--- src/core/tx_req_map.svh ---
// field positions, encodings and reset values of the transmit request engine
`ifndef TX_REQ_MAP_SVH
`define TX_REQ_MAP_SVH
// confirm_class bit positions
`define CC_END 3
`define CC_INT 2
`define CC_FULL 1
`define CC_REPEAT 0
// request_class value for timed-token asynchronous traffic
`define RQ_ASYNC 4'h8
// request_outcome codes
`define OUT_OK 4'h1
`define OUT_CONSIST 4'h2
`define OUT_COUNT 4'h3
`define OUT_HALT 4'h4
`define OUT_PART 4'h5
// confirm_flags bits
`define CF_FINAL 0
`define CF_INTER 1
// reset and step values
`define TALLY_ZERO 8'h00
`define TALLY_ONE 8'h01
`define FIELD4_ZERO 4'h0
`define TAG_ZERO 6'h00
`define PTR_ZERO 28'h0000000
`endif

--- src/core/tx_req_pkg.sv ---
// types shared by the transmit request engine
package tx_req_pkg;
   // one request descriptor as taken from the request queue
   typedef struct packed {
      logic first;
      logic last;
      logic [5:0] request_tag;
      logic [3:0] confirm_class;
      logic [3:0] request_class;
      logic [7:0] frame_control_override;
      logic [27:0] descriptor_array_pointer;
      logic [7:0] frame_count;
   } req_desc_t;
   // how the transmitter behaves for the current object
   typedef struct packed {
      logic [3:0] tx_behaviour_class;
      logic async_timed;
      logic repeat_frame;
      logic override_en;
      logic [7:0] frame_control_override;
   } tx_behaviour_t;
   // one status entry for the status queue
   typedef struct packed {
      logic [3:0] request_outcome;
      logic [3:0] strip_attributes;
      logic [7:0] returned_frame_flags;
      logic [7:0] sent_frame_tally;
      logic [7:0] stripped_frame_tally;
      logic [5:0] request_tag;
      logic [7:0] frame_control_override;
      logic [7:0] confirm_flags;
   } status_entry_t;
   typedef enum logic [2:0] {
      S_IDLE = 3'b000,
      S_SEG = 3'b001,
      S_NEXT = 3'b010,
      S_DISCARD = 3'b011,
      S_TX = 3'b100
   } eng_state_t;
endpackage

--- src/core/seg_counter.sv ---
// counts frame-ending segment descriptors of one array and checks the total
`timescale 1ns/10ps
`include "tx_req_map.svh"
module seg_counter (
   input wire logic core_clk_i,
   input wire logic rst_n_i,
   input wire logic ce_i,
   input wire logic clear_i,
   input wire logic seg_valid_i,
   input wire logic seg_last_i,
   input wire logic seg_end_i,
   input wire logic [7:0] frame_count_i,
   output logic done_o,
   output logic mismatch_o
);
   logic [7:0] count;
   logic [7:0] next_count;
   // segments with the last flag close one frame each
   assign next_count = count + ((seg_valid_i & seg_last_i) ? `TALLY_ONE : `TALLY_ZERO);
   assign done_o = seg_valid_i & seg_end_i;
   assign mismatch_o = done_o & (next_count != frame_count_i);
   always_ff @(posedge core_clk_i or negedge rst_n_i) begin
      if (!rst_n_i) count <= `TALLY_ZERO;
      else if (ce_i) count <= clear_i ? `TALLY_ZERO : next_count;
   end
   a_count_clear: assert property (@(posedge core_clk_i) disable iff (!rst_n_i)
      ce_i && clear_i |=> count == `TALLY_ZERO)
      else $error("segment count not cleared");
endmodule

--- src/core/status_builder.sv ---
// forms and registers one status entry per emit request
`timescale 1ns/10ps
`include "tx_req_map.svh"
module status_builder (
   input wire logic core_clk_i,
   input wire logic rst_n_i,
   input wire logic ce_i,
   input wire logic emit_i,
   input wire logic [3:0] outcome_i,
   input wire logic [5:0] tag_i,
   input wire logic full_i,
   input wire logic final_i,
   input wire logic [7:0] sent_i,
   input wire logic [7:0] stripped_i,
   input wire logic strip_valid_i,
   input wire logic [3:0] strip_attr_i,
   input wire logic [7:0] strip_flags_i,
   input wire logic [7:0] strip_fc_i,
   output logic status_valid_o,
   output tx_req_pkg::status_entry_t status_o
);
   import tx_req_pkg::*;
   logic [3:0] attr;
   logic [7:0] flags;
   logic [7:0] fc;
   status_entry_t next_status;
   // strip-time fields only hold meaning under full confirmation
   assign next_status.request_outcome = outcome_i;
   assign next_status.strip_attributes = full_i ? attr : `FIELD4_ZERO;
   assign next_status.returned_frame_flags = full_i ? flags : `TALLY_ZERO;
   assign next_status.sent_frame_tally = sent_i;
   assign next_status.stripped_frame_tally = full_i ? stripped_i : `TALLY_ZERO;
   assign next_status.request_tag = tag_i;
   assign next_status.frame_control_override = full_i ? fc : `TALLY_ZERO;
   assign next_status.confirm_flags = {6'h00, ~final_i, final_i};
   // remember the last frame back from the ring
   always_ff @(posedge core_clk_i or negedge rst_n_i) begin
      if (!rst_n_i) begin
         attr <= `FIELD4_ZERO;
         flags <= `TALLY_ZERO;
         fc <= `TALLY_ZERO;
      end else if (ce_i && strip_valid_i) begin
         attr <= strip_attr_i;
         flags <= strip_flags_i;
         fc <= strip_fc_i;
      end
   end
   always_ff @(posedge core_clk_i or negedge rst_n_i) begin
      if (!rst_n_i) begin
         status_valid_o <= 1'b0;
         status_o <= '0;
      end else if (ce_i) begin
         status_valid_o <= emit_i;
         if (emit_i) status_o <= next_status;
      end
   end
   a_tag_copy: assert property (@(posedge core_clk_i) disable iff (!rst_n_i)
      ce_i && emit_i |=> status_valid_o && status_o.request_tag == $past(tag_i))
      else $error("status tag differs from object tag");
   a_tx_fields: assert property (@(posedge core_clk_i) disable iff (!rst_n_i)
      ce_i && emit_i && !full_i |=> status_o.stripped_frame_tally == `TALLY_ZERO)
      else $error("strip tally shown under transmit confirmation");
endmodule

--- src/core/tx_req_engine.sv ---
// transmit request descriptor engine for one transmit channel
`timescale 1ns/10ps
`include "tx_req_map.svh"
// Overview of operation
// - First descriptor's classes and override apply to the whole object, its tag to every status not formed in a take cycle.
// - Pointer and frame count of every descriptor are used.
// - Host tag is copied unchanged into every status entry.
// - Frame-ending segments are counted and compared with the frame count.
// - Confirm class: end, intermediate, full bits plus a repeat bit.
// - End and intermediate clear: status only on exceptions.
// - End, no full: one status per object at transmit time.
// - End with full: one status per object at strip time.
// - Intermediate with end set: extra status at each opportunity end with frames sent.
// - Intermediate tallies are cumulative for the object.
// - Request class picks token capture, sending mode and issued token.
// - Class 1000 means timed-token asynchronous sending.
// - Frame control override applies unless transparency is enabled.
// - First and last flags group descriptors into one object.
// - Pointer field addresses the segment descriptor array to fetch.
// - Transmit-time status: tag, sent tally, outcome valid only.
// - Strip-time status fills every field.
// - Bad returned status under full halts and drops the object.
// - First after first: consistency failure, discard until a last.
// - At most one object per opportunity on this channel.
module tx_req_engine (
   // clock, reset, enable
   input wire logic core_clk_i,
   input wire logic rst_n_i,
   input wire logic ce_i,
   // request queue
   input wire logic req_valid_i,
   input wire tx_req_pkg::req_desc_t req_i,
   output logic req_ready_o,
   // service opportunity
   input wire logic opp_start_i,
   input wire logic opp_end_i,
   // segment descriptor fetch
   output logic seg_fetch_o,
   output logic [27:0] seg_ptr_o,
   input wire logic seg_valid_i,
   input wire logic seg_last_i,
   input wire logic seg_end_i,
   // channel configuration
   input wire logic fc_transparent_i,
   input wire logic [7:0] expected_mask_i,
   input wire logic [7:0] expected_flags_i,
   // transmitter
   output logic tx_go_o,
   output tx_req_pkg::tx_behaviour_t tx_behaviour_o,
   output logic tx_halt_o,
   input wire logic tx_frame_sent_i,
   input wire logic strip_valid_i,
   input wire logic [3:0] strip_attr_i,
   input wire logic [7:0] strip_flags_i,
   input wire logic [7:0] strip_fc_i,
   // status queue
   output logic status_valid_o,
   output tx_req_pkg::status_entry_t status_o,
   output logic consist_err_o
);
   import tx_req_pkg::*;

   // ==========================================================
   // state and captured object attributes
   eng_state_t state;
   eng_state_t next_state;
   logic [5:0] tag;
   logic [3:0] cclass;
   logic [7:0] total;
   logic [7:0] sent;
   logic [7:0] stripped;
   logic sent_opp;
   logic got_last;
   logic opp_free;
   logic [7:0] desc_count;

   // ==========================================================
   // decode of handshakes and events
   logic take;
   logic take_first;
   logic take_cont;
   logic obj_live;
   logic endb;
   logic intb;
   logic full;
   logic seg_done;
   logic seg_mismatch;
   logic strip_bad;
   logic consist_err;
   logic count_err;
   logic tx_done;
   logic strip_done;
   logic obj_done;
   logic inter;
   logic abort;
   logic abort_last;
   logic emit;
   logic next_ready;
   logic [3:0] outcome;

   assign take = req_valid_i & req_ready_o;
   assign take_first = take & (state == S_IDLE) & req_i.first;
   assign take_cont = take & (state == S_NEXT) & ~req_i.first;
   assign obj_live = (state == S_SEG) | (state == S_NEXT) | (state == S_TX);
   assign endb = cclass[`CC_END];
   assign intb = cclass[`CC_INT];
   assign full = cclass[`CC_FULL];
   // under full confirmation, a returned frame outside the expected status aborts the object
   assign strip_bad = strip_valid_i & full & obj_live &
      (|((strip_flags_i ^ expected_flags_i) & expected_mask_i));
   // a middle or last with no opening first, or a first inside an object
   assign consist_err = take & (((state == S_IDLE) & ~req_i.first) |
      ((state == S_NEXT) & req_i.first));
   assign count_err = (state == S_SEG) & seg_mismatch;
   // completion compares registered tallies, so it lags the event one cycle
   assign tx_done = (state == S_TX) & ~full & (sent == total);
   assign strip_done = (state == S_TX) & full & (stripped == total);
   assign obj_done = tx_done | strip_done;
   assign inter = opp_end_i & obj_live & endb & intb & sent_opp & ~obj_done;
   assign abort = strip_bad | count_err | (consist_err & (state == S_NEXT));
   assign abort_last = (take & (state == S_NEXT)) ? req_i.last : got_last;
   // exceptions always report; end-of-object only with the end bit
   assign emit = consist_err | count_err | strip_bad | (obj_done & endb) | inter;
   assign outcome = strip_bad ? `OUT_HALT :
                    count_err ? `OUT_COUNT :
                    consist_err ? `OUT_CONSIST :
                    obj_done ? `OUT_OK : `OUT_PART;

   // ==========================================================
   // sequencing of one request object
   always_comb begin
      next_state = state;
      case (state)
         S_IDLE: begin
            if (take_first) next_state = S_SEG;
            else if (take && !req_i.last) next_state = S_DISCARD;
         end
         S_SEG: begin
            if (abort) next_state = abort_last ? S_IDLE : S_DISCARD;
            else if (seg_done) next_state = got_last ? S_TX : S_NEXT;
         end
         S_NEXT: begin
            if (abort) next_state = abort_last ? S_IDLE : S_DISCARD;
            else if (take_cont) next_state = S_SEG;
         end
         S_DISCARD: begin
            if (take && req_i.last) next_state = S_IDLE;
         end
         S_TX: begin
            if (strip_bad || obj_done) next_state = S_IDLE;
         end
         default: next_state = S_IDLE;
      endcase
   end

   // one object per opportunity: the idle queue opens only on a fresh one
   assign next_ready = ((next_state == S_IDLE) & opp_free & ~take_first &
      ~opp_end_i) | (next_state == S_NEXT) | (next_state == S_DISCARD) |
      ((next_state == S_IDLE) & opp_start_i);

   always_ff @(posedge core_clk_i or negedge rst_n_i) begin
      if (!rst_n_i) state <= S_IDLE;
      else if (ce_i) state <= next_state;
   end

   // opportunity bookkeeping
   always_ff @(posedge core_clk_i or negedge rst_n_i) begin
      if (!rst_n_i) opp_free <= 1'b0;
      else if (ce_i) begin
         if (opp_start_i) opp_free <= 1'b1;
         else if (take_first || opp_end_i) opp_free <= 1'b0;
      end
   end

   // ==========================================================
   // attributes latched from the first descriptor only
   always_ff @(posedge core_clk_i or negedge rst_n_i) begin
      if (!rst_n_i) begin
         tag <= `TAG_ZERO;
         cclass <= `FIELD4_ZERO;
         tx_behaviour_o <= '0;
      end else if (ce_i && take_first) begin
         tag <= req_i.request_tag;
         cclass <= req_i.confirm_class;
         tx_behaviour_o.tx_behaviour_class <= req_i.request_class;
         tx_behaviour_o.async_timed <= (req_i.request_class == `RQ_ASYNC);
         tx_behaviour_o.repeat_frame <= req_i.confirm_class[`CC_REPEAT];
         tx_behaviour_o.override_en <= ~fc_transparent_i;
         tx_behaviour_o.frame_control_override <= req_i.frame_control_override;
      end
   end

   // per-descriptor fields: pointer and frame count of every descriptor
   always_ff @(posedge core_clk_i or negedge rst_n_i) begin
      if (!rst_n_i) begin
         seg_ptr_o <= `PTR_ZERO;
         desc_count <= `TALLY_ZERO;
         got_last <= 1'b0;
      end else if (ce_i && (take_first || take_cont)) begin
         seg_ptr_o <= req_i.descriptor_array_pointer;
         desc_count <= req_i.frame_count;
         got_last <= req_i.last;
      end
   end

   // ==========================================================
   // frame tallies; sent and stripped run across opportunities
   always_ff @(posedge core_clk_i or negedge rst_n_i) begin
      if (!rst_n_i) begin
         total <= `TALLY_ZERO;
         sent <= `TALLY_ZERO;
         stripped <= `TALLY_ZERO;
      end else if (ce_i) begin
         if (take_first) begin
            total <= req_i.frame_count;
            sent <= `TALLY_ZERO;
            stripped <= `TALLY_ZERO;
         end else begin
            if (take_cont) total <= total + req_i.frame_count;
            if (tx_frame_sent_i && obj_live) sent <= sent + `TALLY_ONE;
            if (strip_valid_i && obj_live) stripped <= stripped + `TALLY_ONE;
         end
      end
   end

   // frames sent in the current opportunity; a new frame wins over the clear
   always_ff @(posedge core_clk_i or negedge rst_n_i) begin
      if (!rst_n_i) sent_opp <= 1'b0;
      else if (ce_i) begin
         if (tx_frame_sent_i && obj_live) sent_opp <= 1'b1;
         else if (opp_end_i || take_first) sent_opp <= 1'b0;
      end
   end

   // ==========================================================
   // registered strobes toward fetch, transmitter and queue
   always_ff @(posedge core_clk_i or negedge rst_n_i) begin
      if (!rst_n_i) begin
         req_ready_o <= 1'b0;
         seg_fetch_o <= 1'b0;
         tx_go_o <= 1'b0;
         tx_halt_o <= 1'b0;
         consist_err_o <= 1'b0;
      end else if (ce_i) begin
         req_ready_o <= next_ready;
         seg_fetch_o <= take_first | take_cont;
         tx_go_o <= take_first;
         tx_halt_o <= abort;
         consist_err_o <= consist_err;
      end
   end

   // ==========================================================
   // segment descriptor counting
   seg_counter u_seg_counter (
      .core_clk_i(core_clk_i),
      .rst_n_i(rst_n_i),
      .ce_i(ce_i),
      .clear_i(take_first | take_cont),
      .seg_valid_i(seg_valid_i & (state == S_SEG)),
      .seg_last_i(seg_last_i),
      .seg_end_i(seg_end_i),
      .frame_count_i(desc_count),
      .done_o(seg_done),
      .mismatch_o(seg_mismatch)
   );

   // status entry formation; tag is the taken descriptor's in a take cycle, else the object's
   status_builder u_status_builder (
      .core_clk_i(core_clk_i),
      .rst_n_i(rst_n_i),
      .ce_i(ce_i),
      .emit_i(emit),
      .outcome_i(outcome),
      .tag_i(take ? req_i.request_tag : tag),
      .full_i(full & obj_live),
      .final_i(~inter | obj_done),
      .sent_i(sent),
      .stripped_i(stripped),
      .strip_valid_i(strip_valid_i),
      .strip_attr_i(strip_attr_i),
      .strip_flags_i(strip_flags_i),
      .strip_fc_i(strip_fc_i),
      .status_valid_o(status_valid_o),
      .status_o(status_o)
   );

   // ==========================================================
   // checks
   a_one_object: assert property (@(posedge core_clk_i) disable iff (!rst_n_i)
      ce_i && take_first && !opp_start_i |=> !opp_free)
      else $error("second object allowed in one opportunity");
   a_attr_capture: assert property (@(posedge core_clk_i) disable iff (!rst_n_i)
      ce_i && take_first |=> tag == $past(req_i.request_tag) &&
      tx_go_o && tx_behaviour_o.override_en == !$past(fc_transparent_i))
      else $error("first descriptor attributes not captured");
   a_seg_pointer: assert property (@(posedge core_clk_i) disable iff (!rst_n_i)
      ce_i && (take_first || take_cont) |=> seg_fetch_o &&
      seg_ptr_o == $past(req_i.descriptor_array_pointer))
      else $error("segment array fetch missing or wrong");
   a_consist_drop: assert property (@(posedge core_clk_i) disable iff (!rst_n_i)
      ce_i && take && state == S_NEXT && req_i.first && !req_i.last
      |=> state == S_DISCARD ##0 consist_err_o)
      else $error("first after first not discarded");
   a_count_check: assert property (@(posedge core_clk_i) disable iff (!rst_n_i)
      ce_i && count_err && !strip_bad |=> status_valid_o &&
      status_o.request_outcome == `OUT_COUNT)
      else $error("frame count mismatch not reported");
   a_none_quiet: assert property (@(posedge core_clk_i) disable iff (!rst_n_i)
      ce_i && obj_done && !endb && !strip_bad |=> !status_valid_o)
      else $error("status produced without end confirmation");
   a_halt_strip: assert property (@(posedge core_clk_i) disable iff (!rst_n_i)
      ce_i && strip_bad |=> tx_halt_o && status_valid_o &&
      status_o.request_outcome == `OUT_HALT)
      else $error("bad returned frame did not halt");
   a_async_class: assert property (@(posedge core_clk_i) disable iff (!rst_n_i)
      ce_i && take_first && req_i.request_class == `RQ_ASYNC
      |=> tx_behaviour_o.async_timed)
      else $error("class 1000 not marked asynchronous");
   a_inter_tally: assert property (@(posedge core_clk_i) disable iff (!rst_n_i)
      ce_i && inter |=> status_valid_o && status_o.sent_frame_tally == $past(sent))
      else $error("intermediate tally not cumulative");
endmodule

--- config.mk ---
export PLATFORM = sky130hd
export DESIGN_NAME = tx_req_engine
export DESIGN_NICKNAME = d
export VERILOG_FILES = /design/src/core/tx_req_pkg.sv /design/src/core/seg_counter.sv /design/src/core/status_builder.sv /design/src/core/tx_req_engine.sv
export VERILOG_INCLUDE_DIRS = /design/src /design/src/core
export SDC_FILE = /design/constraint.sdc
export NUM_CORES = 1
export LEC_CHECK = 0
export BUFFER_PORTS_ARGS = -buffer_cell sky130_fd_sc_hd__buf_2
export CORE_MARGIN = 4
export CORE_UTILIZATION = 53
export DETAILED_ROUTE_END_ITERATION = 8
export PLACE_DENSITY_LB_ADDON = 0.2
export SLEW_MARGIN = 20
export SYNTH_ARGS = -nofsm -noshare
export SYNTH_HDL_FRONTEND = slang
export SYNTH_SLANG_ARGS = --single-unit
export TNS_END_PERCENT = 5
--- constraint.sdc ---
create_clock -name core_clk_i -period 4.37 [get_ports core_clk_i]
set_input_delay 0.6555 -clock core_clk_i [delete_from_list [all_inputs] [get_ports core_clk_i]]
set_output_delay 0.6555 -clock core_clk_i [all_outputs]
set_load 0.005 [all_outputs]
==> metrics.sh, run 1 <==
MUXSHAREOFSYNTHAREA_PCT=10.92
OUTCOME='completed'
TIMING.FINAL.SETUP_VIOLATIONS=0
GRT_PASS1_VIAS=6108
CTS.REPAIR.RESIZED=0
CLK-INSERTION-DELAY-LATE_NS=0.42
POST_CTS_HOLD_BUFFER_COUNT=0
DIE_H_UM=132.1
TRITONCTS_NUM_SINKS=171
YOSYSSEQAREASHARE_PCT=52.39
STARTPOINT_TYPE='register'
IO_PINS=211
FIN_NETS=1071
SYNTH.AVG_CELL_AREA_SQ_UM=10.73
ROUTED_VIA_DENSITY=5.498
VDD_IR_DROP_MAX_mV=0.3192
POWER_PER_CELL_AREA_mW_PER_MM2=568.0
FIN_CRIT_SH_PCT=87.09
STATIC-LEAKAGE-POWER_nW=5.018
POST-DP-HPWL_UM=13510
GRT_PASS1_WL_UM=31760
FINAL-HOLD-VIOLATION-COUNT=0
DIE_OUTLINE_AREA_SQ_MM=0.01746
GRT_ANTENNA_BEFORE_REPAIR=0
TRITONCTS='yes'
FINALWORSTSETUPSLACK_NS=0.5640
VIAS=6328
DOMINANT_COMBINATIONAL_CELL_FAMILY_BY_AREA_AFTER_SYNTHESIS='simple AND/OR/NAND/NOR gates'
PERIOD_NEEDED_NS=3.806
CORE-AREA_SQ_MM=0.01515
SYNTH_SIMPLE_GATE_AREA_SHARE_PCT=15.33
GRT_UTIL_ALL_LAYERS_PCT=22.48
DRC=0
NUMCTSBUFFERS=17
FINAL_MAX_SLEW_VIOL_COUNT=0
PLACE.PORT_BUFFERS=203
STDCELL_AREA_SQ_MM=0.009886
ROUTED_WIRE_LENGTH_PER_INSTANCE_UM=16.76
TNS_NS=0
ANT_NETS=0
YOSYS_REGISTER_BITS=171
REQUIRED_TIME_WORST_ENDPOINT_NS=4.67
PRECTSSETUPSLACK_NS=0.6637
POSTSYNTHCELLCOUNT=761
CLOCK.FMAX_MHz=262.7
POST_SYNTH_ADDER_CELL_AREA_PCT=2.083
WORST_SETUP_HOLD_PATH_CLK_SLEW_NS=0.06
CRITPATHKIND='register to register'
SITE_ROWS=45
NUMBER_OF_LEVELS_IN_THE_CLOCK_H_TREE=4
GRT-OVFL-TOTAL=0
CRIT_ARRIVAL_NS=4.11
FLOORPLAN.INITIALDENSITY_PCT=53.93
SYNTH_EDF_COUNT=0
POST_LAYOUT_NONFILLER_INSTANCES=1151
SYNTH_ASYNC_SR_FLOP_SHARE_PCT=100.0
HOLDWS_NS=0.3304
PARITY_GATE_SHARE_OF_THE_SYNTHESIZED_AREA_COUNTING_XOR_AND_XNOR_CELLS_PCT=5.254
COUNT_OF_ANTENNA_DIODES_IN_THE_LAYOUT=0
SYN-CELL-AREA_SQ_MM=0.008168
WORST_SLEW_MARGIN_REL_PCT=36.33
DRT_PASS1_ITERATIONS=5
TIMING.MAX_CAP.VIOLATIONS=0
GRT_MAX_DEGREE=106
GP_CONGESTION=0.8924
CLK_ROOT_BUFFER_CELL='sky130_fd_sc_hd__clkbuf_16'
POST_CTS.REPAIR.SETUP_BUFFERS=0
CLOCKBUFFERDEPTH=2
SYN_TO_FINAL_GROWTH_PCT=21.03
WORSTPATHMAXFANOUT=32
PLACEMENT.CELL_AREA_SQ_MM=0.009273
END_KIND='register'
DRT-TOTAL-WL_UM=19290
RSZ_0062_RAISED_AFTER_GLOBAL_ROUTING='no'
YOSYS_WARNINGS=0
YS.FLOP_TYPE='sky130_fd_sc_hd__dfrtp_1'
FINAL.SETUP_SKEW_NS=0.008589
DRIVE_ABOVE_1_SHARE_PCT=34.37
TIMING.HOLD.WORST.CLASS='primary input to asynchronous set/reset pin'
SYNTH.LIB_CELLS_USED.DISTINCT=57
PLACE.DETAILED.INSTANCES=1119
DIE_X_UM=132.1
INITIAL_DRC_COUNT=438
WORST_SLEW_PIN_SLEW_NS=0.9551
SYNTH-COMPOUND-AREA-SHARE_PCT=10.09
[stage by stage]
step,utilization [%],total power (W)
2_1_floorplan,-,0.003448
3_3_place_gp,61.22,0.004023
3_5_place_dp,61.22,0.004078
4_1_cts,65.27,0.005661
5_1_grt,65.27,0.005996
6_report,65.27,0.005615
[sequential cells by signal, indices dropped and copies added, names as in the netlist, 3 cells and up]
name / flops
cclass: 4
desc_count: 8
seg_ptr_o: 28
sent: 8
state: 3
stripped: 8
tag: 6
total: 8
tx_behaviour_o: 14
u_seg_counter.count: 8
u_status_builder.attr: 4
u_status_builder.fc: 8
u_status_builder.flags: 8
u_status_builder.status_o: 47
[power breakdown]
group          leakage [nW]  switching, W  internal [W]
combinational          2.49      0.000797      0.000827
sequential             2.24      0.000374       0.00205
clock                 0.298      0.000653      0.000914
[logic make-up after synthesis]
group,Yosys count
fa+ha+maj,13
flops,171
simple gates,269
xor+xnor,49
mux,80
buf+inv,63
other cells,1
compound gates,115
[worst max-delay path, stage by stage (launching register included)]
cell and delay, ns:
sky130_fd_sc_hd__dfrtp_1 0.61, sky130_fd_sc_hd__nand2b_1 0.20, sky130_fd_sc_hd__nor2_1 0.21, sky130_fd_sc_hd__and3_1 0.22, sky130_fd_sc_hd__ha_1 0.17, sky130_fd_sc_hd__ha_1 0.23, sky130_fd_sc_hd__nand3_1 0.17, sky130_fd_sc_hd__nor2_1 0.18
sky130_fd_sc_hd__xnor2_1 0.14, sky130_fd_sc_hd__o2111ai_1 0.19, sky130_fd_sc_hd__o21a_1 0.31, sky130_fd_sc_hd__o31ai_4 0.27, sky130_fd_sc_hd__buf_4 0.40, sky130_fd_sc_hd__mux2_2 0.39
[worst paths after layout]
check	end	slack (ns)	depth (start not counted)	from
setup reg to reg	u_status_builder.status_o[18]$_DFFE_PN0P_	0.56	13	state[0]$_DFFE_PN0P_
hold reg to reg	tx_behaviour_o[14]$_DFFE_PN0P_	0.47	2	tx_behaviour_o[14]$_DFFE_PN0P_
hold / removal	cclass[0]$_DFFE_PN0P_	0.33	1	rst_n_i
max in group asynchronous	u_status_builder.status_o[45]$_DFFE_PN0P_	2.97	2	rst_n_i
min in group core_clk_i	tx_behaviour_o[8]$_DFFE_PN0P_	0.42	2	fc_transparent_i
setup / recovery	u_status_builder.status_o[18]$_DFFE_PN0P_	0.56	13	state[0]$_DFFE_PN0P_
[final cells by class]
cell class                 instances  area, sq um
clock inverter                    14        183.9
inverter                          11        41.29
multi-input combinational        533         3597
sequential                       171         4279
timing repair buffer             216         1120
clock buffer                      18        429.2
tap                              188        235.2
fill                            1224         5260
[placed cells by master (no fill, tap or decap), types with 3 or more instances in the layout]
master	count
sky130_fd_sc_hd__buf_4	13
sky130_fd_sc_hd__inv_1	11
sky130_fd_sc_hd__nor4_1	3
sky130_fd_sc_hd__xnor2_1	20
sky130_fd_sc_hd__nor3_1	9
sky130_fd_sc_hd__nor2_1	33
sky130_fd_sc_hd__and2_1	3
sky130_fd_sc_hd__o21ai_0	27
sky130_fd_sc_hd__mux2i_1	7
sky130_fd_sc_hd__dfrtp_1	171
sky130_fd_sc_hd__a22oi_1	4
sky130_fd_sc_hd__clkinv_4	4
sky130_fd_sc_hd__a31oi_1	5
sky130_fd_sc_hd__inv_6	4
sky130_fd_sc_hd__nand2_1	129
sky130_fd_sc_hd__and3_1	11
sky130_fd_sc_hd__o31ai_1	4
sky130_fd_sc_hd__a21oi_1	16
sky130_fd_sc_hd__nand4_1	8
sky130_fd_sc_hd__nand2b_1	3
sky130_fd_sc_hd__mux2_2	73
sky130_fd_sc_hd__conb_1	7
sky130_fd_sc_hd__a21o_1	3
sky130_fd_sc_hd__ha_1	12
sky130_fd_sc_hd__buf_2	202
sky130_fd_sc_hd__nor3b_1	4
sky130_fd_sc_hd__o2bb2ai_1	32
sky130_fd_sc_hd__nand3_1	49
sky130_fd_sc_hd__o21a_1	4
sky130_fd_sc_hd__clkbuf_16	17
sky130_fd_sc_hd__xor2_1	29
sky130_fd_sc_hd__bufinv_16	3
sky130_fd_sc_hd__nor2b_1	5
[synthesized netlist by cell type (all sizes together) (3+ instances only)]
cell type / count / share of area (%)
dfrtp: 171 / 52
nand2: 130 / 6.0
mux2: 73 / 10
nand3: 49 / 3.0
nor2: 33 / 1.5
o2bb2ai: 32 / 3.4
clkbuf: 29 / 1.3
o21ai: 29 / 1.8
xor2: 29 / 3.1
buf: 23 / 2.0
xnor2: 20 / 2.1
a21oi: 16 / 0.98
ha: 12 / 1.8
and3: 11 / 0.84
inv: 11 / 0.51
nor3: 10 / 0.75
nand4: 8 / 0.61
mux2i: 7 / 0.86
a31oi: 5 / 0.38
nor2b: 5 / 0.38
o31ai: 5 / 0.63
a22oi: 4 / 0.37
and2: 4 / 0.34
nor3b: 4 / 0.37
o21a: 4 / 0.37
a21o: 3 / 0.28
nand2b: 3 / 0.23
nor4: 3 / 0.23
[routing by layer]
layer / vias up / global-route usage, % / wire, um
met2: 209 / 35.89 / 9251
met4: 0 / 4.959 / 216
met1: 3078 / 30.82 / 8559
met3: 18 / 6.450 / 1263
li1: 3023 / - / -
met5: - / 0 / 0
Note: power is estimated with default switching activity, not from simulation.
==> run 2, diff against run 1 <==
--- a/config.mk
+++ b/config.mk
@@ -8,7 +8,8 @@
 export LEC_CHECK = 0
 export BUFFER_PORTS_ARGS = -buffer_cell sky130_fd_sc_hd__buf_2
 export CORE_MARGIN = 4
-export CORE_UTILIZATION = 53
+export CORE_UTILIZATION = 55
+export CTS_BUF_LIST = sky130_fd_sc_hd__clkbuf_8
 export DETAILED_ROUTE_END_ITERATION = 8
 export PLACE_DENSITY_LB_ADDON = 0.2
 export SLEW_MARGIN = 20
==> metrics.sh, run 2 (same netlist as run 1, synthesis figures left out) <==
CORE-AREA_SQ_MM=0.01453  # -4.0%
DRIVE_ABOVE_1_SHARE_PCT=34.27  # -0.10 points
RSZ_0062_RAISED_AFTER_GLOBAL_ROUTING='no'
GRT_UTIL_ALL_LAYERS_PCT=23.01  # +0.53 points
LAYOUT_COMMON_CELLS='sky130_fd_sc_hd__buf_2 (202), sky130_fd_sc_hd__dfrtp_1 (171), sky130_fd_sc_hd__nand2_1 (129), sky130_fd_sc_hd__mux2_2 (73), sky130_fd_sc_hd__nand3_1 (49)'
NUMBER_OF_LEVELS_IN_THE_CLOCK_H_TREE=4  # unchanged
ROUTED_VIA_DENSITY=5.467  # -0.56%
POWER_PER_CELL_AREA_mW_PER_MM2=532.7  # -6.2%
PATH_CELLS='nand2b_1 > nor2_1 > and3_1 > ha_1 > ha_1 > nand3_1 > o21ai_0 > and3_1 > o2111ai_1 > o21a_1 > o31ai_4 > buf_4 > mux2_2'
GRT-OVFL-TOTAL=0  # unchanged
POST_CTS.REPAIR.SETUP_BUFFERS=0  # unchanged
REQUIRED_TIME_WORST_ENDPOINT_NS=4.70  # +0.03 ns
CRIT_PATH_TOP_DELAY_CELL='sky130_fd_sc_hd__dfrtp_1'
CLK_ROOT_BUFFER_CELL='sky130_fd_sc_hd__clkbuf_8'
GRT_PASS1_VIAS=6052  # -0.92%
CRIT_ARRIVAL_NS=4.08  # -0.03 ns
POST-DP-HPWL_UM=13260  # -1.9%
FIN_CRIT_SH_PCT=85.84  # -1.3 points
TIMING.MAX_CAP.VIOLATIONS=0  # unchanged
PLACE.DETAILED.INSTANCES=1115  # -0.36%
TNS_NS=0  # unchanged
COUNT_OF_ANTENNA_DIODES_IN_THE_LAYOUT=0  # unchanged
TOTALPOWERFINAL_W=0.005160  # -8.1%
POST_CTS_HOLD_BUFFER_COUNT=0  # unchanged
INITIAL_DRC_COUNT=522  # +19%
IO_PINS=211  # unchanged
FINAL-HOLD-VIOLATION-COUNT=0  # unchanged
LAYOUT_TOP_REGISTERS='u_status_builder.status_o (47), seg_ptr_o (28), tx_behaviour_o (14)'
SITE_ROWS=44  # -2.2%
FIN_NETS=1071  # unchanged
PERIOD_NEEDED_NS=3.751  # -0.05492 ns
FINAL_MAX_SLEW_VIOL_COUNT=0  # unchanged
TIMING.FINAL.SETUP_VIOLATIONS=0  # unchanged
NUMCTSBUFFERS=17  # unchanged
FINAL.SETUP_SKEW_NS=0.01463  # +0.006037 ns
FILLCELLCOUNT=1189  # -2.9%
CTS.REPAIR.RESIZED=0  # unchanged
DIE_X_UM=129.9  # -1.7%
CRITPATHKIND='register to register'
DRT_PASS1_ITERATIONS=5  # unchanged
GRT_ANTENNA_BEFORE_REPAIR=0  # unchanged
FLOORPLAN.INITIALDENSITY_PCT=56.20  # +2.3 points
GRT_PASS1_WL_UM=30590  # -3.7%
HOLDWS_NS=0.3019  # -0.02851 ns
POST_LAYOUT_NONFILLER_INSTANCES=1147  # -0.35%
CLOCK.FMAX_MHz=266.6  # +1.5%
GRT_MAX_DEGREE=102  # -3.8%
PLACE.PORT_BUFFERS=203  # unchanged
FINAL_COMMON_CELL='sky130_fd_sc_hd__buf_2'
CLOCKBUFFERDEPTH=2  # unchanged
GP_CONGESTION=0.9199  # +3.1%
END_KIND='register'
WORST_SLEW_PIN_SLEW_NS=0.9036  # -0.05141 ns
TRITONCTS='yes'
TIMING.HOLD.WORST.CLASS='primary input to asynchronous set/reset pin'
VDD_IR_DROP_MAX_mV=0.3202  # +0.32%
DRT-TOTAL-WL_UM=18780  # -2.7%
VIAS=6271  # -0.90%
WORSTPATHMAXFANOUT=37  # +16%
LARGEST_REG_FLOPS=47  # unchanged
OUTCOME='completed'
STARTPOINT_TYPE='register'
WORST_SETUP_HOLD_PATH_CLK_SLEW_NS=0.09  # +0.03 ns
STATIC-LEAKAGE-POWER_nW=4.932  # -1.7%
ROUTED_WIRE_LENGTH_PER_INSTANCE_UM=16.37  # -2.3%
DIE_OUTLINE_AREA_SQ_MM=0.01686  # -3.4%
WORST_SLEW_MARGIN_REL_PCT=39.76  # +3.4 points
TRITONCTS_NUM_SINKS=171  # unchanged
SYN_TO_FINAL_GROWTH_PCT=18.60
CRITICAL_PATH.MAX_STAGE_DELAY_NS=0.59  # -0.02 ns
MOST_FLOPS_REGISTER='u_status_builder.status_o'
DRC=0  # unchanged
ANT_NETS=0  # unchanged
CLK-INSERTION-DELAY-LATE_NS=0.45  # +0.03 ns
DIE_H_UM=129.9  # -1.7%
## run 2: changes by cell type in the layout (fill, tap and decap cells not counted), moves of 2 or more
cell / change
sky130_fd_sc_hd__clkbuf_8: +21
sky130_fd_sc_hd__clkbuf_16: -17
sky130_fd_sc_hd__clkinv_4: -3
sky130_fd_sc_hd__inv_6: -3
sky130_fd_sc_hd__clkinvlp_4: +2
sky130_fd_sc_hd__inv_1: +2
## run 2: final timing paths
check | start | endpoint | slack [ns] | cells past startpoint
setup reg to reg | state[0]$_DFFE_PN0P_ | u_status_builder.status_o[21]$_DFFE_PN0P_ | 0.62 | 13
max in group asynchronous | rst_n_i | req_ready_o$_DFFE_PN0P_ | 3.15 | 2
setup / recovery | state[0]$_DFFE_PN0P_ | u_status_builder.status_o[21]$_DFFE_PN0P_ | 0.62 | 13
hold reg to reg | tx_behaviour_o[12]$_DFFE_PN0P_ | tx_behaviour_o[12]$_DFFE_PN0P_ | 0.48 | 2
hold / removal | rst_n_i | seg_ptr_o[4]$_DFFE_PN0P_ | 0.30 | 1
min in group core_clk_i | req_i[40] | tx_behaviour_o[4]$_DFFE_PN0P_ | 0.39 | 3
## run 2: layout make-up
class / instances / area [sq um] / area share [%]
clock buffer: 21 / 289.0 / 2.984
clock inverter: 11 / 117.6 / 1.214
inverter: 11 / 41.29 / 0.4262
multi-input combinational: 533 / 3597 / 37.14
sequential: 171 / 4279 / 44.17
tap: 184 / 230.2 / 2.377
timing repair buffer: 216 / 1132 / 11.69
## run 2: where the power goes
| part | internal, W | leakage, nW | total (W) | switching [W] |
|---|---|---|---|---|
| clock network | 0.000566 | 0.207 | 0.00113 | 0.000562 |
| logic | 0.000829 | 2.49 | 0.00162 | 0.000786 |
| registers | 0.00205 | 2.24 | 0.00242 | 0.000370 |
| total | 0.00344 | 4.93 | 0.00516 | 0.00172 |
## run 2: critical path: cells and delay by family, from the launching register on
| kind | cells | cell delay [ns] |
|---|---|---|
| buffers and inverters | 1 | 0.42 |
| muxes | 1 | 0.39 |
| AOI/OAI and AO/OA | 4 | 0.89 |
| DFF | 1 | 0.59 |
| adders and majority gates | 2 | 0.38 |
| and+or+nand+nor | 5 | 0.97 |
## run 2: stage by stage
stage | utilization (%) | setup WS (ns) | cell area (sq um)
2_1_floorplan | - | 1.218 | 8190
3_3_place_gp | 63.85 | 0.7544 | 9280
3_5_place_dp | 63.85 | 0.6556 | 9280
4_1_cts | 66.65 | 0.6250 | 9687
5_1_grt | 66.65 | 0.2692 | 9687
6_report | 66.65 | 0.6189 | 9687
## run 2: per-layer routing
| metal | up-vias | GRT usage (%) | share of wire [%] | wire length [um] |
|---|---|---|---|---|
| li1 | 3023 | - | - | - |
| met1 | 3020 | 32.36 | 45 | 8473 |
| met2 | 203 | 35.79 | 47 | 8874 |
| met3 | 25 | 5.280 | 6.2 | 1160 |
| met4 | 0 | 7.396 | 1.4 | 267 |
| met5 | - | 0 | 0 | 0 |
==> run 3, diff against run 2 <==
--- a/config.mk
+++ b/config.mk
@@ -7,12 +7,13 @@
 export NUM_CORES = 1
 export LEC_CHECK = 0
 export BUFFER_PORTS_ARGS = -buffer_cell sky130_fd_sc_hd__buf_2
+export CORE_ASPECT_RATIO = 1.4
 export CORE_MARGIN = 4
 export CORE_UTILIZATION = 55
 export CTS_BUF_LIST = sky130_fd_sc_hd__clkbuf_8
 export DETAILED_ROUTE_END_ITERATION = 8
 export PLACE_DENSITY_LB_ADDON = 0.2
-export SLEW_MARGIN = 20
+export SETUP_SLACK_MARGIN = 0.4
 export SYNTH_ARGS = -nofsm -noshare
 export SYNTH_HDL_FRONTEND = slang
 export SYNTH_SLANG_ARGS = --single-unit
==> metrics.sh, run 3 (same netlist as run 1, synthesis figures left out) <==
REQUIRED_TIME_WORST_ENDPOINT_NS=4.71  # about the same
FLOORPLAN.INITIALDENSITY_PCT=56.30  # +0.097 points
TIMING.MAX_CAP.VIOLATIONS=0  # unchanged
FINAL_MAX_SLEW_VIOL_COUNT=0  # unchanged
GRT-OVFL-TOTAL=0  # unchanged
GRT_ANTENNA_BEFORE_REPAIR=1  # +1
GP_CONGESTION=0.8961  # -2.6%
INITIAL_DRC_COUNT=410  # -21%
GRT_PASS1_WL_UM=31930  # +4.4%
CRIT_PATH_TOP_DELAY_CELL='sky130_fd_sc_hd__dfrtp_1'
CLK_ROOT_BUFFER_CELL='sky130_fd_sc_hd__clkbuf_8'
POWER_PER_CELL_AREA_mW_PER_MM2=529.2  # -0.64%
LAYOUT_TOP_REGISTERS='u_status_builder.status_o (47), seg_ptr_o (28), tx_behaviour_o (14)'
IO_PINS=211  # unchanged
GRT_UTIL_ALL_LAYERS_PCT=23.02  # about the same
DRIVE_ABOVE_1_SHARE_PCT=34.48  # +0.21 points
FINAL-HOLD-VIOLATION-COUNT=0  # unchanged
WORSTREG2REGSTART='state[1]$_DFFE_PN0P_'
CRITICAL_PATH.MAX_STAGE_DELAY_NS=0.51  # -0.08 ns
WORST_R2R_PATH_DEPTH=13  # unchanged
CORE-AREA_SQ_MM=0.01451  # -0.17%
TRITONCTS_NUM_SINKS=171  # unchanged
WORST_SETUP_HOLD_PATH_CLK_SLEW_NS=0.10  # about the same
DIE_H_UM=152.2  # +17%
HOLDWS_NS=0.3234  # +0.02157 ns
POST-DP-HPWL_UM=13720  # +3.5%
DRT_PASS1_ITERATIONS=5  # unchanged
NUMCTSBUFFERS=17  # unchanged
DRT-TOTAL-WL_UM=19420  # +3.4%
ROUTED_WIRE_LENGTH_PER_INSTANCE_UM=16.85  # +2.9%
OUTCOME='completed'
CRITPATHKIND='register to register'
FIN_NETS=1072  # +0.093%
DIE_X_UM=111.0  # -15%
RSZ_0062_RAISED_AFTER_GLOBAL_ROUTING='no'
DRC=0  # unchanged
LAYOUT_COMMON_CELLS='sky130_fd_sc_hd__buf_2 (202), sky130_fd_sc_hd__dfrtp_1 (170), sky130_fd_sc_hd__nand2_1 (129), sky130_fd_sc_hd__mux2_2 (73), sky130_fd_sc_hd__nand3_1 (49)'
CRIT_BUF_INV=1  # unchanged
CLK-INSERTION-DELAY-LATE_NS=0.46  # about the same
DIE_OUTLINE_AREA_SQ_MM=0.01689  # +0.16%
VDD_IR_DROP_MAX_mV=0.2805  # -12%
TRITONCTS='yes'
FINAL.SETUP_SKEW_NS=0.01092  # -0.003701 ns
GRT_PASS1_VIAS=6398  # +5.7%
LARGEST_REG_FLOPS=47  # unchanged
CLOCK.FMAX_MHz=280.3  # +5.1%
CRIT_ARRIVAL_NS=3.91  # -0.17 ns
PLACE.PORT_BUFFERS=203  # unchanged
PATH_CELLS='nand2b_1 > nor2_1 > and3_1 > ha_1 > ha_1 > nand3_1 > nor2_1 > xnor2_1 > o2111ai_1 > o21a_1 > o31ai_4 > buf_12 > mux2_2'
CPLARGESTDELAYFAMILY='simple AND/OR/NAND/NOR gates'
SITE_ROWS=52  # +18%
GRT_MAX_DEGREE=112  # +9.8%
CLOCKBUFFERDEPTH=2  # unchanged
VIAS=6417  # +2.3%
STATIC-LEAKAGE-POWER_nW=4.928  # about the same
TIMING.FINAL.SETUP_VIOLATIONS=0  # unchanged
PLACEMENT.CELL_AREA_SQ_MM=0.009291  # +0.12%
STDCELL_AREA_SQ_MM=0.009694  # about the same
REGTOREGSETUPSLACK_NS=0.80  # +0.18 ns
FILLCELLCOUNT=1171  # -1.5%
PERIOD_NEEDED_NS=3.567  # -0.1836 ns
WORSTPATHMAXFANOUT=24  # -35%
REGTOREGENDPOINT='u_status_builder.status_o[34]$_DFFE_PN0P_'
MOST_FLOPS_REGISTER='u_status_builder.status_o'
ROUTED_VIA_DENSITY=5.565  # +1.8%
TNS_NS=0  # unchanged
ANT_NETS=0  # unchanged
WORST_SLEW_MARGIN_REL_PCT=30.86  # -8.9 points
END_KIND='register'
STARTPOINT_TYPE='register'
FINAL_COMMON_CELL='sky130_fd_sc_hd__buf_2'
SYN_TO_FINAL_GROWTH_PCT=18.69  # about the same
FIN_CRIT_SH_PCT=81.64  # -4.2 points
NUMBER_OF_LEVELS_IN_THE_CLOCK_H_TREE=4  # unchanged
WORST_SLEW_PIN_SLEW_NS=1.037  # +0.1335 ns
TIMING.HOLD.WORST.CLASS='primary input to asynchronous set/reset pin'
-- run 3: worst reg2reg max path: cells and delay by family (launching register included) --
family,cells,cell delay (ns)
simple gates,5,1.09
xor+xnor,1,0.14
flops,1,0.51
buf+inv,1,0.23
mux,1,0.37
fa+ha+maj,2,0.38
compound gates,3,0.76
-- run 3: metrics by stage --
| stage | worst slack, ns | utilization (%) | cells | power [W] |
|---|---|---|---|---|
| detailed placement | 0.7258 | 64.04 | 1119 | 0.004088 |
| floorplan | 1.218 | - | 767 | 0.003448 |
| finish | 0.8025 | 66.82 | 1153 | 0.005131 |
| global placement | 0.8256 | 64.04 | 1119 | 0.004031 |
| CTS | 0.6936 | 66.57 | 1150 | 0.005163 |
| global route | 0.4887 | 66.82 | 1153 | 0.005491 |
-- run 3: worst max-delay path by stage --
stage                                                     end                 start  depth (start not counted)  slack, ns
detailed placement  u_status_builder.status_o[34]$_DFFE_PN0P_  state[1]$_DFFE_PN0P_                         13       0.73
floorplan           u_status_builder.status_o[16]$_DFFE_PN0P_  state[1]$_DFFE_PN0P_                         14       1.22
CTS                 u_status_builder.status_o[34]$_DFFE_PN0P_  state[1]$_DFFE_PN0P_                         13       0.69
finish              u_status_builder.status_o[34]$_DFFE_PN0P_  state[1]$_DFFE_PN0P_                         13       0.80
global route        u_status_builder.status_o[50]$_DFFE_PN0P_  state[1]$_DFFE_PN0P_                         13       0.49
global placement    u_status_builder.status_o[20]$_DFFE_PN0P_  state[0]$_DFFE_PN0P_                         13       0.83
-- run 3: cell type report --
cell class,instances,area (sq um),area share (%)
diodes,1,2.502,0.02581
clock buffers,18,247.7,2.556
clock inverters,13,118.9,1.226
inverters,11,41.29,0.4259
multi-input cells,533,3597,37.11
flip-flops and latches,171,4280,44.15
well taps,189,236.5,2.439
repair buffers,217,1170,12.07
-- run 3: timing repair --
action	in CTS	in global routing
endpoints found under the setup margin	0	13
resized for setup	0	1
hold buffers	0	0
setup buffers	0	1
-- run 3: power by group --
group,internal [W],total [W],switching [W]
Sequential,0.00205,0.00242,0.000370
Clock,0.000467,0.00107,0.000606
Combinational,0.000838,0.00164,0.000802
Total,0.00335,0.00513,0.00178
-- run 3: layer usage --
layer	up-vias	part of all wire, %	track usage, %
li1	3017	-	-
met1	3192	41	29.15
met2	172	51	38.34
met3	36	5.6	5.761
met4	0	2.6	8.509
met5	-	0	0
